`src/shared/supervisor_defs.vh`:
```
// constants for the input regulator supervisor and clock select block
`ifndef SUPERVISOR_DEFS_VH
`define SUPERVISOR_DEFS_VH
`define CLK_SYS_MHZ 200
`define TICK_32K_HZ 32768
`define TICK_32K_DIV ((`CLK_SYS_MHZ * 1000000) / `TICK_32K_HZ)
`define FAST_16M_DIV 13'h000C
`define SEQ_STEP_SHORT_US 500
`define SEQ_STEP_LONG_US 2000
`define SEQ_STEP_SHORT_TICKS ((`SEQ_STEP_SHORT_US * `TICK_32K_HZ + 999999) / 1000000)
`define SEQ_STEP_LONG_TICKS ((`SEQ_STEP_LONG_US * `TICK_32K_HZ + 999999) / 1000000)
`define OV_FILTER_US 122
`define OV_FILTER_TICKS ((`OV_FILTER_US * `TICK_32K_HZ + 999999) / 1000000)
`define SLOT_OFF 3'h0
`define SLOT_LAST 3'h7
`define SUPPLY_OV_BIT 2
`define REF_LOCAL 1'b0
`define REF_MAIN 1'b1
`define IREG_MODE_ON 2'h0
`define IREG_MODE_LP 2'h1
`define IREG_MODE_OFF_LP 2'h2
`endif

```
`src/tick_divider.v`:
```
// divider that turns clk_sys into a one-cycle enable pulse
`timescale 1ns/10ps
module tick_divider #(
   parameter WIDTH = 13,
   parameter [WIDTH-1:0] DIVIDE = 13'h0006
) (
   input wire clk_sys,
   input wire reset,
   input wire run,
   output reg tick
);
   reg [WIDTH-1:0] count_reg;

   always @(posedge clk_sys) begin
      if (reset || !run) begin
         count_reg <= {WIDTH{1'b0}};
         tick <= 1'b0;
      end else if (count_reg == DIVIDE - 1'b1) begin
         count_reg <= {WIDTH{1'b0}};
         tick <= 1'b1;
      end else begin
         count_reg <= count_reg + 1'b1;
         tick <= 1'b0;
      end
   end
endmodule

```
`src/tick_filter.v`:
```
// debounce: level must hold for LENGTH ticks before the output follows it
`timescale 1ns/10ps
module tick_filter #(
   parameter WIDTH = 8,
   parameter [WIDTH-1:0] LENGTH = 8'h04
) (
   input wire clk_sys,
   input wire reset,
   input wire tick,
   input wire level_in,
   output reg level_out
);
   reg [WIDTH-1:0] count_reg;

   always @(posedge clk_sys) begin
      if (reset) begin
         count_reg <= {WIDTH{1'b0}};
         level_out <= 1'b0;
      end else if (level_in == level_out) begin
         count_reg <= {WIDTH{1'b0}};
      end else if (tick) begin
         if (count_reg == LENGTH - 1'b1) begin
            count_reg <= {WIDTH{1'b0}};
            level_out <= level_in;
         end else begin
            count_reg <= count_reg + 1'b1;
         end
      end
   end
endmodule

```
`src/input_ldo_supervisor_clock_select.v`:
```
// clock selection, start-up sequencer and front-end input regulator supervisor
//
// Contract
// - sequencing step period chosen by one-time config: 500 us or 2000 us.
// - every sequencing step is timed from the trimmed 32 kHz tick.
// - untrimmed 32 kHz for the general debounce only when input low, all asleep, or all PFM.
// - trimmed tick used in start-up above threshold and button config 1 debounce.
// - in on state with 16 MHz running, the over-voltage debounce uses trimmed tick.
// - low-input interrupt debounces from the untrimmed tick always; button does too except in config 1 with the trimmed tick selected.
// - switching frequency of all bucks comes from trimmed 16 MHz.
// - input regulator starts on local reference, moves to main at threshold.
// - standby puts input regulator into low power unless disable bit set.
// - sleep always puts input regulator into low power.
// - off state uses a separate, further reduced input regulator mode.
// - excessive droop on regulated input turns external pass transistor off.
// - supply over-voltage raises interrupt and sets bit 2 of status three.
// - interrupt output low for over-voltage only while its mask is clear.
// - over-voltage must persist 122 us before being flagged.
// - over-voltage during start-up sequence raises no interrupt.
// - real-time over-voltage sense bit is readable by the host.
// - memory reference slot equals the third buck's slot.
// - card supply default voltage follows the card voltage-select pin.
`timescale 1ns/10ps
`include "supervisor_defs.vh"
module input_ldo_supervisor_clock_select #(
   parameter NUM_REG = 8,
   parameter TICK_DIV = `TICK_32K_DIV,
   parameter SHORT_TICKS = `SEQ_STEP_SHORT_TICKS,
   parameter LONG_TICKS = `SEQ_STEP_LONG_TICKS,
   parameter OV_TICKS = `OV_FILTER_TICKS
) (
   input wire clk_sys,
   input wire reset,
   // one-time configuration
   input wire seq_step_long,
   input wire button_debounce_cfg,
   input wire [3*NUM_REG-1:0] reg_slots,
   input wire [2:0] buck_three_slot,
   input wire standby_lp_disable,
   // analog status and state
   input wire start_request,
   input wire vin_above_uv,
   input wire vin_droop,
   input wire ov_detect,
   input wire low_input_det,
   input wire button_det,
   input wire all_sleep,
   input wire all_pfm,
   input wire state_standby,
   input wire state_sleep,
   input wire state_off,
   input wire card_voltage_select,
   // host side
   input wire supply_ov_mask,
   input wire supply_ov_clear,
   // outputs
   output reg [NUM_REG-1:0] reg_enable,
   output reg [2:0] mem_ref_slot,
   output reg card_volt_high,
   output reg sequence_done,
   output reg use_untrimmed,
   output reg fast_clk_tick,
   output reg ref_main,
   output reg [1:0] input_reg_ctrl,
   output reg ext_pass_on,
   output reg [7:0] irq_status_three,
   output reg supply_ov_sense,
   output reg low_input_irq,
   output reg power_button_irq,
   output reg irq_out_n
);
   // ----------------------------------------
   // clock ticks
   // ----------------------------------------
   // the trimmed 32 kHz tick is a divide of clk_sys; the untrimmed one is
   // modelled by a second, free divider with its own (slightly off) ratio
   wire trim_tick;
   wire raw_tick;
   wire fast_tick;
   wire untrim_sel;
   reg seq_active_reg;

   assign untrim_sel = !vin_above_uv || all_sleep || all_pfm;

   tick_divider #(.WIDTH(16), .DIVIDE(TICK_DIV[15:0])) u_trim_div (
      .clk_sys(clk_sys),
      .reset(reset),
      .run(1'b1),
      .tick(trim_tick)
   );

   tick_divider #(.WIDTH(16), .DIVIDE(TICK_DIV[15:0] + 16'h0010)) u_raw_div (
      .clk_sys(clk_sys),
      .reset(reset),
      .run(1'b1),
      .tick(raw_tick)
   );

   // switching clock enable for the bucks, always from the trimmed source
   tick_divider #(.WIDTH(13), .DIVIDE(`FAST_16M_DIV)) u_fast_div (
      .clk_sys(clk_sys),
      .reset(reset),
      .run(1'b1),
      .tick(fast_tick)
   );

   // general debounce tick: trimmed unless the untrimmed source is forced
   wire deb_tick;
   wire button_tick;
   assign deb_tick = untrim_sel ? raw_tick : trim_tick;
   assign button_tick = (button_debounce_cfg && !untrim_sel) ? trim_tick : raw_tick;

   // ----------------------------------------
   // start-up sequencer
   // ----------------------------------------
   reg [11:0] step_cnt_reg;
   reg [2:0] slot_reg;
   wire [11:0] step_len;
   assign step_len = seq_step_long ? LONG_TICKS[11:0] : SHORT_TICKS[11:0];

   always @(posedge clk_sys) begin
      if (reset) begin
         seq_active_reg <= 1'b0;
         step_cnt_reg <= 12'h000;
         slot_reg <= 3'h0;
         sequence_done <= 1'b0;
      end else if (!seq_active_reg) begin
         if (start_request && vin_above_uv && !sequence_done) begin
            seq_active_reg <= 1'b1;
            step_cnt_reg <= 12'h000;
            slot_reg <= 3'h1;
         end
      end else if (trim_tick) begin
         if (step_cnt_reg == step_len - 12'h001) begin
            step_cnt_reg <= 12'h000;
            if (slot_reg == `SLOT_LAST) begin
               seq_active_reg <= 1'b0;
               sequence_done <= 1'b1;
            end else begin
               slot_reg <= slot_reg + 3'h1;
            end
         end else begin
            step_cnt_reg <= step_cnt_reg + 12'h001;
         end
      end
   end

   genvar g;
   generate
      for (g = 0; g < NUM_REG; g = g + 1) begin : g_en
         always @(posedge clk_sys) begin
            if (reset) begin
               reg_enable[g] <= 1'b0;
            end else if (seq_active_reg && reg_slots[3*g +: 3] != `SLOT_OFF &&
                         reg_slots[3*g +: 3] == slot_reg) begin
               reg_enable[g] <= 1'b1;
            end
         end
      end
   endgenerate

   // ----------------------------------------
   // input regulator control
   // ----------------------------------------
   always @(posedge clk_sys) begin
      if (reset) begin
         mem_ref_slot <= 3'h0;
         card_volt_high <= 1'b0;
         use_untrimmed <= 1'b1;
         fast_clk_tick <= 1'b0;
         ref_main <= `REF_LOCAL;
         input_reg_ctrl <= `IREG_MODE_ON;
         ext_pass_on <= 1'b0;
      end else begin
         mem_ref_slot <= buck_three_slot;
         card_volt_high <= card_voltage_select;
         use_untrimmed <= untrim_sel;
         fast_clk_tick <= fast_tick;
         if (vin_above_uv) begin
            ref_main <= `REF_MAIN;
         end
         if (state_off) begin
            input_reg_ctrl <= `IREG_MODE_OFF_LP;
         end else if (state_sleep) begin
            input_reg_ctrl <= `IREG_MODE_LP;
         end else if (state_standby && !standby_lp_disable) begin
            input_reg_ctrl <= `IREG_MODE_LP;
         end else begin
            input_reg_ctrl <= `IREG_MODE_ON;
         end
         // pass transistor off on droop and whenever low power path is used
         ext_pass_on <= !vin_droop && !state_off && !state_sleep &&
                        !(state_standby && !standby_lp_disable);
      end
   end

   // ----------------------------------------
   // over-voltage and other interrupts
   // ----------------------------------------
   wire ov_filt;
   wire low_filt;
   wire button_filt;
   reg ov_filt_d_reg;

   tick_filter #(.WIDTH(8), .LENGTH(OV_TICKS[7:0])) u_ov_filt (
      .clk_sys(clk_sys),
      .reset(reset),
      .tick(deb_tick),
      .level_in(ov_detect),
      .level_out(ov_filt)
   );

   tick_filter #(.WIDTH(8), .LENGTH(OV_TICKS[7:0])) u_low_filt (
      .clk_sys(clk_sys),
      .reset(reset),
      .tick(raw_tick),
      .level_in(low_input_det),
      .level_out(low_filt)
   );

   tick_filter #(.WIDTH(8), .LENGTH(OV_TICKS[7:0])) u_button_filt (
      .clk_sys(clk_sys),
      .reset(reset),
      .tick(button_tick),
      .level_in(button_det),
      .level_out(button_filt)
   );

   always @(posedge clk_sys) begin
      if (reset) begin
         ov_filt_d_reg <= 1'b0;
         irq_status_three <= 8'h00;
         supply_ov_sense <= 1'b0;
         low_input_irq <= 1'b0;
         power_button_irq <= 1'b0;
         irq_out_n <= 1'b1;
      end else begin
         ov_filt_d_reg <= ov_filt;
         supply_ov_sense <= ov_filt;
         low_input_irq <= low_filt;
         power_button_irq <= button_filt;
         // a new rising edge wins over a clear in the same cycle
         if (ov_filt && !ov_filt_d_reg && !seq_active_reg) begin
            irq_status_three[`SUPPLY_OV_BIT] <= 1'b1;
         end else if (supply_ov_clear) begin
            irq_status_three[`SUPPLY_OV_BIT] <= 1'b0;
         end
         irq_out_n <= !(irq_status_three[`SUPPLY_OV_BIT] && !supply_ov_mask);
      end
   end
endmodule

```
`config.mk`:
```
export PLATFORM = sky130hd
export DESIGN_NAME = input_ldo_supervisor_clock_select
export DESIGN_NICKNAME = d
export VERILOG_FILES = /design/src/tick_divider.v /design/src/tick_filter.v /design/src/input_ldo_supervisor_clock_select.v
export VERILOG_INCLUDE_DIRS = /design/src /design/src/shared
export SDC_FILE = /design/constraint.sdc
export NUM_CORES = 1
export LEC_CHECK = 0
export ABC_AREA = 0
export BUFFER_PORTS_ARGS = -buffer_cell sky130_fd_sc_hd__buf_2
export CORE_MARGIN = 2
export CORE_UTILIZATION = 42
export CTS_BUF_LIST = sky130_fd_sc_hd__clkbuf_4 sky130_fd_sc_hd__clkbuf_8
export DETAILED_ROUTE_END_ITERATION = 12
export GPL_TIMING_DRIVEN = 0
export HOLD_SLACK_MARGIN = 0.15
export PLACE_DENSITY_LB_ADDON = 0.05
export SLEW_MARGIN = 40
export SYNTH_ARGS = -nofsm -noshare
export SYNTH_HDL_FRONTEND = slang
export SYNTH_HIERARCHICAL = 1
export SYNTH_SLANG_ARGS = --single-unit
export TNS_END_PERCENT = 5
```
`constraint.sdc`:
```
create_clock -name clk_sys -period 2.05 [get_ports clk_sys]
set_clock_uncertainty 0.2 [all_clocks]
set_input_delay 0.3075 -clock clk_sys [delete_from_list [all_inputs] [get_ports clk_sys]]
set_output_delay 0.3075 -clock clk_sys [all_outputs]
set_load 0.05 [all_outputs]
```
Word-level counts from Yosys, hierarchy flattened
Index checks and enable logic that the tools add are counted.
{"block": "totals", "regBits": 115, "input_bits": 46, "output_inout_bits": 31}
{"block": "op_classes", "add_sub_neg": 9, "eq_ne": 22, "mux": 28, "bitwise": 3, "n_reduce_logical": 63}
{"cell": "$mux 12", "n": 4}
{"cell": "$add 16x1->16 const B", "n": 2}
{"cell": "$eq 16x13->1 const B", "n": 2}
{"cell": "$logic_and 1x1->1", "n": 26}
{"cell": "$add 8x1->8 const B", "n": 3}
{"cell": "$eq 3x3->1", "n": 8}
{"cell": "$eq 8x2->1 const B", "n": 3}
{"cell": "$mux 8", "n": 3}
{"cell": "$reduce_bool 3->1", "n": 8}
{"cell": "$mux 3", "n": 5}
{"cell": "$mux 1", "n": 14}
{"cell": "$reduce_or 2->1", "n": 7}
{"cell": "$add 13x1->13 const B", "n": 1}
{"cell": "$eq 13x4->1 const B", "n": 1}
{"cell": "$add 12x1->12 const B", "n": 1}
{"cell": "$eq 12x12->1", "n": 1}
{"cell": "$logic_not 1->1", "n": 12}
{"cell": "$reduce_and 3->1", "n": 3}
{"cell": "$reduce_and 4->1", "n": 2}
{"cell": "$sub 7x1->8 const B", "n": 1}
{"cell": "$mux 7", "n": 1}
{"cell": "$ne 2x1->1 const B", "n": 2}
{"cell": "$reduce_bool 2->1", "n": 2}
{"cell": "$add 3x1->3 const B", "n": 1}
{"cell": "7 further kinds", "n": 12}

Longest topological paths before layout
Gate-level depths: netlist of the first run.
{"block": "depth", "word_depth": 7, "ltp_mapped": 7, "depth_no_buf": 6}

Modules after synthesis
The synthesis of the first run kept the hierarchy.
{"mod": "input_ldo_supervisor_clock_select", "instances": 1, "cells_per_inst": 220, "area_each_um2": 2031.9}
{"mod": "tick_filter", "instances": 3, "cells_per_inst": 44, "area_each_um2": 415.4}
{"mod": "tick_divider (u_raw_div)", "instances": 1, "cells_per_inst": 82, "area_each_um2": 789.5}
{"mod": "tick_divider (u_trim_div)", "instances": 1, "cells_per_inst": 82, "area_each_um2": 755.7}
{"mod": "tick_divider (u_fast_div)", "instances": 1, "cells_per_inst": 67, "area_each_um2": 626.9}

Worst setup path before layout of the first run
No wires, ideal clock.
{"block": "synth_path", "path_kind": "register to register", "startpoint": "register u_trim_div.count_reg[0]", "endpoint": "register u_trim_div.count_reg[14]", "arrival_ns": 1.702, "required_ns": 1.735, "path_slack_ns": 0.033, "stages_incl_launch_ff": 8, "path_cell_list": "dfxtp_1 inv_1 ha_1 or4b_1 or4_4 nand3b_4 buf_8 nor2_1"}
{"block": "synth_between", "elab_chain_len": 2, "elab_cells_between_ends": 3, "cone_classes": "1 x add/sub; 1 x eq/ne; 1 x reduce/logical"}
{"item": "start: declaration", "line_no": "tick_divider.v:12", "source": "reg [WIDTH-1:0] count_reg;"}
{"item": "start signal: assignment", "line_no": "tick_divider.v:16", "source": "count_reg <= {WIDTH{1'b0}};"}
{"item": "start signal: assignment", "line_no": "tick_divider.v:19", "source": "count_reg <= {WIDTH{1'b0}};"}
{"item": "start signal: assignment", "line_no": "tick_divider.v:22", "source": "count_reg <= count_reg + 1'b1;"}
{"item": "branches (longest 2 deep; another with $add 16x1->16)"}
Several ways; the timed one is not identified.
A chain may end at the register's enable or synchronous reset.

Final worst setup path of the first run
{"block": "layout_path", "startpoint": "register u_trim_div.count_reg[0]", "endpoint": "register u_trim_div.count_reg[2]"}
Same word-level chain as after synthesis.

==> results of run 1 <==
==> timing repair <==
action,CTS,global route
pin swaps,2,0
resized for setup,2,8
setup endpoints to repair,10,22
hold buffers,37,0
setup buffers,1,0
endpoints found under the hold margin,49,0
==> cells by family after synthesis <==
kind of cell / after synthesis / share of synthesized area (%)
buf+inv: 42 / 3.86
mux: 5 / 0.964
other cells: 2 / 0.138
xor+xnor: 70 / 11.2
simple gates: 242 / 25.8
fa+ha+maj: 11 / 2.53
flops: 115 / 42.2
compound gates: 96 / 13.3
==> through the flow <==
step                      total power (µW)  setup WS [ps]  utilization [%]
after floorplan                       2510           33.2                -
after global placement                2610           -335             47.9
after detailed placement              2610           -413             47.9
after CTS                             4690           11.3             54.0
after global routing                  4820          -77.7             54.1
final                                 4620           24.6             54.1
==> final timing paths <==
kind / from / to / slack (ps) / cells past startpoint
hold reg to reg: irq_status_three[2] / irq_out_n / 220 / 1
setup reg to reg: u_trim_div/count_reg[0] / u_trim_div/count_reg[2] / 20 / 7
setup / recovery: u_trim_div/count_reg[0] / u_trim_div/count_reg[2] / 20 / 7
hold / removal: reg_slots[13] / reg_enable[4] / 190 / 5
==> cells in the mapped netlist (8+ instances only) <==
cell | count | share of area [%]
or3_1 | 12 | 1.4
dfxtp_1 | 115 | 42
nand3_1 | 18 | 1.7
inv_1 | 23 | 1.6
nand4_1 | 19 | 2.2
o21ai_0 | 14 | 1.3
nand2_1 | 24 | 1.7
nor2_1 | 89 | 6.1
xnor2_1 | 36 | 5.8
xor2_1 | 34 | 5.5
nor2b_1 | 10 | 1.1
a21oi_1 | 32 | 2.9
o31ai_1 | 8 | 1.1
o21bai_1 | 8 | 1.1
ha_1 | 11 | 2.5
a41oi_1 | 9 | 1.4
==> area by class of cell <==
class / count / area (µm²) / share of cell area (%)
buffer: 19 / 126 / 1.85
tap: 172 / 215 / 3.15
sequential: 115 / 2310 / 33.8
multi-input combinational: 436 / 2980 / 43.7
clock inverter: 5 / 50.0 / 0.733
inverter: 23 / 86.3 / 1.26
clock buffer: 26 / 327 / 4.78
timing repair buffer: 107 / 736 / 10.8
==> power groups by stage <==
stage	clock network [µW]	registers (µW)	logic (µW)
floorplan	0	2350	162
global placement	0	2310	294
detailed placement	0	2320	297
CTS	2060	2270	359
global route	2170	2270	389
finish	1990	2270	360
==> per-layer routing <==
metal	wire, µm	vias to the layer above	track usage [%]	part of all wire (%)
met5	0	-	0	0
met3	553	11	5.23	4.5
li1	-	2339	-	-
met2	5810	113	30.7	47
met1	5810	2151	23.2	47
met4	180	0	6.78	1.5
==> critical path, delay by kind of cell, from the launching register on <==
kind / cells / cell delay, ps
simple gates: 4 / 1060
buf+inv: 2 / 180
flops: 1 / 340
fa+ha+maj: 1 / 130
==> impl_summary.txt, run 1 <==
----------------------------------------------------
[STA]
  Final worst path period need ... 2030 ps
  Max transition margin ... 52.1%
  Post-route fraction of the period consumed by the critical path ... 98.8%
  Measured slew at the worst slew-check pin ... 718 ps
  Worst hold-check slack ... 190 ps
  Final Max Tran Viols ... 0
  Setup TNS ... 0 ps
  Unrepaired setup endpoints after global routing ... yes
  Hold violation total from the final report ... 0
  Final setup violating endpoints ... 0
  Highest Clock Rate ... 0.494 GHz

[Setup path]
  Crit. End Element ... register
  CP max-delay cell ... or4_4
  Crit-path cells ... inv_1, ha_1, or4b_1, or4_4, nand3b_4, buf_8, nor2_1
  Arrival @ worst endpoint ... 2150 ps
  Setup crit start kind ... register
  Critical Path Max Stage Delay ... 460 ps
  WS Path Type ... register to register
  Required time of the critical path ... 2170 ps
  Worst-path maximum fanout ... 10

[Final layout]
  Final instance count without filler cells ... 903
  Filler Cells Inserted ... 1,165
  Most common cell after layout, fill and taps aside ... dfxtp_1
  Syn-to-layout area delta ... 25.3%
  Final instance area ... 6830 µm²
  Final-stage net count ... 776
  Commonest cells after routing, fill and taps aside ... dfxtp_1, nor2_1, buf_2
  Layout cells sized above 1 ... 22.2%
  Ant diodes ... 0

[Drt]
  Detailed router's first-iteration violation count ... 254
  Number of detailed-routing iterations run before antenna repair ... 4
  Vias per std cell ... 5.11
  Vias ... 4,614
  # DRC ... 0
  Total wire length after detailed routing ... 12,400 µm
  Final antenna-violating net count ... 0
  Routed len/inst ... 13.7 µm

[Logic synthesis]
  Prevailing post-synth register cell ... dfxtp_1
  Cell area after technology mapping ... 5450 µm²
  Share of synthesized area occupied by flip-flops and latches ... 42.2%
  Share of flip-flops with an asynchronous set or reset ... 0%
  Synth warnings ... 6
  EDFF count, synth ... 0
  Cells after synthesis ... 583
  Flip-flop and latch count after synthesis ... 115
  Post-synthesis cell type count ... 74
  Synthesized area per cell ... 9.35 µm²

[Global route]
  Global router's overall resource usage ... 18.6%
  Gr ovfl total ... 0
  Number of antenna violations at the first check in global routing ... 0
  Via count of the first global-routing pass ... 4,427
  Maximum number of pins on one net before global-route repair ... 17
  Global-route wire length before repair ... 21,300 µm

[Clocking]
  Num Clock Sinks ... 115
  CTS Buffer Depth ... 2
  Clk Latency, worst-skew pair ... 430 ps
  Number of clock buffers inserted by TritonCTS ... 17
  Register clock-pin slew on the reported worst setup and hold paths ... 60 ps
  CTS tree ... done
  H-tree levels ... 4
  Cell at the root of the clock tree ... clkbuf_8

[Run status]
  Outcome ... finished, final reports clean

[Power and ir drop]
  Internal cell power ... 3550 µW
  PwrDens ... 676 nW/µm²
  Switching part of the total ... 23.2%
  Relative contribution of combinational cells to total power ... 7.8%
  Worst voltage drop across the vdd grid ... 402 µV
  Reported net switching power ... 1070 µW
  Sequential share of power ... 49.1%
  Leakage power summed over all cells ... 0.00259 µW
  Share of power burned in the clock network ... 43.1%

[Min path]
  Min-delay worst type ... input port to register

[Floorplanning]
  Initial core utilization ... 43.2%
  Core region area ... 12,600 µm²
  Y dimension of the die ... 118 µm
  Area of the die ... 13,900 µm²
  Ports placed on the boundary ... 77
  Number of rows in the core area ... 41
  Die Span X ... 118 µm

[Placed design]
  Detailed placer's ending HPWL ... 8470 µm
  Cell area reported after detailed placement ... 6050 µm²
  Buffers on Ports ... 69
  Routability cong. ... 0.838
  Cell Count Post-Placement ... 834

[Run]
  Number of max-capacitance violations reported ... 0

----------------------------------------------------
(Power assumes the default switching activity.)
==> inputs of run 2 (changes only) <==
--- a/config.mk
+++ b/config.mk
@@ -9,12 +9,13 @@
 export ABC_AREA = 0
 export BUFFER_PORTS_ARGS = -buffer_cell sky130_fd_sc_hd__buf_2
 export CORE_MARGIN = 2
-export CORE_UTILIZATION = 42
+export CORE_UTILIZATION = 40
 export CTS_BUF_LIST = sky130_fd_sc_hd__clkbuf_4 sky130_fd_sc_hd__clkbuf_8
 export DETAILED_ROUTE_END_ITERATION = 12
 export GPL_TIMING_DRIVEN = 0
 export HOLD_SLACK_MARGIN = 0.15
 export PLACE_DENSITY_LB_ADDON = 0.05
+export SETUP_SLACK_MARGIN = 0.1
 export SLEW_MARGIN = 40
 export SYNTH_ARGS = -nofsm -noshare
 export SYNTH_HDL_FRONTEND = slang
==> impl_summary.txt, run 2 (same netlist as run 1, synthesis figures left out) <==
----------------------------------------------------
[STA]
  Final worst path period need ... 2030 ps (-0.0546 ps)
  Measured slew at the worst slew-check pin ... 742 ps (+24.1 ps)
  Max transition margin ... 50.5% (-1.6 points)
  Post-route fraction of the period consumed by the critical path ... 98.8% (about the same)
  Final setup violating endpoints ... 0 (unchanged)
  Final Max Tran Viols ... 0 (unchanged)
  Unrepaired setup endpoints after global routing ... yes
  Setup TNS ... 0 ps (unchanged)
  Worst Setup Slack, final ... 24.7 ps (+0.0546 ps)
  Highest Clock Rate ... 0.494 GHz (about the same)
  Hold violation total from the final report ... 0 (unchanged)

[Setup path]
  Crit. End Element ... register
  Arrival @ worst endpoint ... 2140 ps (about the same)
  WS Path Type ... register to register
  Worst-case register-to-register setup slack ... 20 ps (about the same)
  CP max-delay cell ... or4_4
  Required time of the critical path ... 2170 ps (about the same)
  Setup crit start kind ... register
  Critical Path Max Stage Delay ... 450 ps (about the same)
  Worst-path maximum fanout ... 10 (unchanged)
  Crit-path cells ... inv_1, ha_1, or4b_4, or4_4, nand3b_4, buf_8, nor2_1

[Power and ir drop]
  Worst voltage drop across the vdd grid ... 432 µV (+7.4%)
  PwrDens ... 666 nW/µm² (-1.6%)
  Leakage power summed over all cells ... 0.00261 µW (+0.77%)

[Clocking]
  Num Clock Sinks ... 115 (unchanged)
  CTS tree ... done
  CTS Buffer Depth ... 2 (unchanged)
  Register clock-pin slew on the reported worst setup and hold paths ... 60 ps (about the same)
  H-tree levels ... 4 (unchanged)
  Number of clock buffers inserted by TritonCTS ... 17 (unchanged)
  Clk Latency, worst-skew pair ... 430 ps (about the same)
  Cell at the root of the clock tree ... clkbuf_8

[Placed design]
  Worst slack at placement ... -354 ps (+59.2 ps)
  Detailed placer's ending HPWL ... 8280 µm (-2.3%)
  Buffers on Ports ... 69 (unchanged)
  Routability cong. ... 0.805 (-3.9%)

[Final layout]
  Filler Cells Inserted ... 1,225 (+5.2%)
  Area of combinational cells with multiple inputs ... 3000 µm² (+0.55%)
  Layout cells sized above 1 ... 22.7% (+0.56 points)
  Ant diodes ... 0 (unchanged)
  Final cell utilization of the core ... 51.8% (-2.3 points)
  Sequential standard cell area ... 2310 µm² (+0.11%)
  Commonest cells after routing, fill and taps aside ... dfxtp_1, nor2_1, buf_2
  Syn-to-layout area delta ... 26.4%
  Most common cell after layout, fill and taps aside ... dfxtp_1
  Final-stage net count ... 779 (+0.39%)

[Floorplanning]
  Core region area ... 13,300 µm² (+5.4%)
  Initial core utilization ... 41.0% (-2.2 points)
  Ports placed on the boundary ... 77 (unchanged)
  Number of rows in the core area ... 42 (+2.4%)
  Die Span X ... 121 µm (+2.4%)
  Area of the die ... 14,600 µm² (+4.8%)
  Y dimension of the die ... 121 µm (+2.4%)

[Global route]
  Gr ovfl total ... 0 (unchanged)
  Number of antenna violations at the first check in global routing ... 0 (unchanged)
  Global router's overall resource usage ... 17.5% (-1.2 points)
  Maximum number of pins on one net before global-route repair ... 17 (unchanged)
  Global-route wire length before repair ... 20,300 µm (-4.4%)
  Via count of the first global-routing pass ... 4,395 (-0.72%)

[Run]
  Number of max-capacitance violations reported ... 0 (unchanged)

[Drt]
  Final antenna-violating net count ... 0 (unchanged)
  Number of detailed-routing iterations run before antenna repair ... 4 (unchanged)
  # DRC ... 0 (unchanged)
  Routed len/inst ... 13.4 µm (-1.9%)
  Total wire length after detailed routing ... 12,200 µm (-1.0%)
  Vias per std cell ... 5.05 (-1.3%)
  Vias ... 4,596 (-0.39%)
  Detailed router's first-iteration violation count ... 170 (-33%)

[Min path]
  Min-delay worst type ... register to register

[Run status]
  Outcome ... finished, final reports clean

----------------------------------------------------
## run 2: cell count changes in the layout (fill, tap and decap cells not counted), sizes merged
cell / previous run / this run
dlygate4sd3: 37 / 40
clkinvlp: 0 / 1
clkinv: 4 / 2
clkbuf: 33 / 36
bufinv: 1 / 0
## run 2: timing repair
item | in CTS | in global routing
pin swaps | 2 | 5
setup endpoints to repair | 21 | 47
resized for setup | 2 | 16
setup buffers | 1 | 0
endpoints found under the hold margin | 49 | 0
hold buffers | 40 | 0
## run 2: path summary, 6_finish.rpt
kind / to / startpoint / cells after the start
worst max-delay path: u_trim_div/count_reg[11] / u_trim_div/count_reg[0] / 7
worst min-delay path: irq_out_n / irq_status_three[2] / 1
worst max register to register: u_trim_div/count_reg[11] / u_trim_div/count_reg[0] / 7
worst min register to register: irq_out_n / irq_status_three[2] / 1
## run 2: per-layer routing
layer / routed length (µm) / part of all wire (%) / up-vias / global-route usage (%)
met5: 0 / 0 / - / 0
met4: 150 / 1.2 / 0 / 6.76
met3: 500 / 4.1 / 13 / 4.58
met2: 5750 / 47 / 98 / 29.6
met1: 5840 / 48 / 2141 / 21.1
li1: - / - / 2344 / -
## run 2: layout make-up
type | count | area share [%]
clock buffers | 29 | 5.25
multi-input cells | 436 | 43.5
inverters | 23 | 1.25
flip-flops and latches | 115 | 33.5
well taps | 176 | 3.20
clock inverters | 3 | 0.254
repair buffers | 110 | 11.1
plain buffers | 19 | 1.87
## run 2: stage by stage
stage	total power, µW	hold WS (ps)	cell area (µm²)	std cells
6_report	4590	206	6890	911
3_5_place_dp	2610	199	6050	838
4_1_cts	4660	177	6860	911
2_1_floorplan	2510	177	5490	593
3_3_place_gp	2610	186	6050	838
5_1_grt	4800	211	6890	911
## run 2: critical path, delay by kind of cell, from the launching register on
family	cells	cell delay, ps
adder cells (fa/ha/maj)	1	130
buffers and inverters	2	190
flip-flops	1	340
AND/OR/NAND/NOR	4	1060
## run 2: power by group
part,total [µW],internal [µW],switching [µW]
clock,1950,1110,846
combinational,364,161,203
sequential,2270,2250,14.0
total,4590,3520,1060
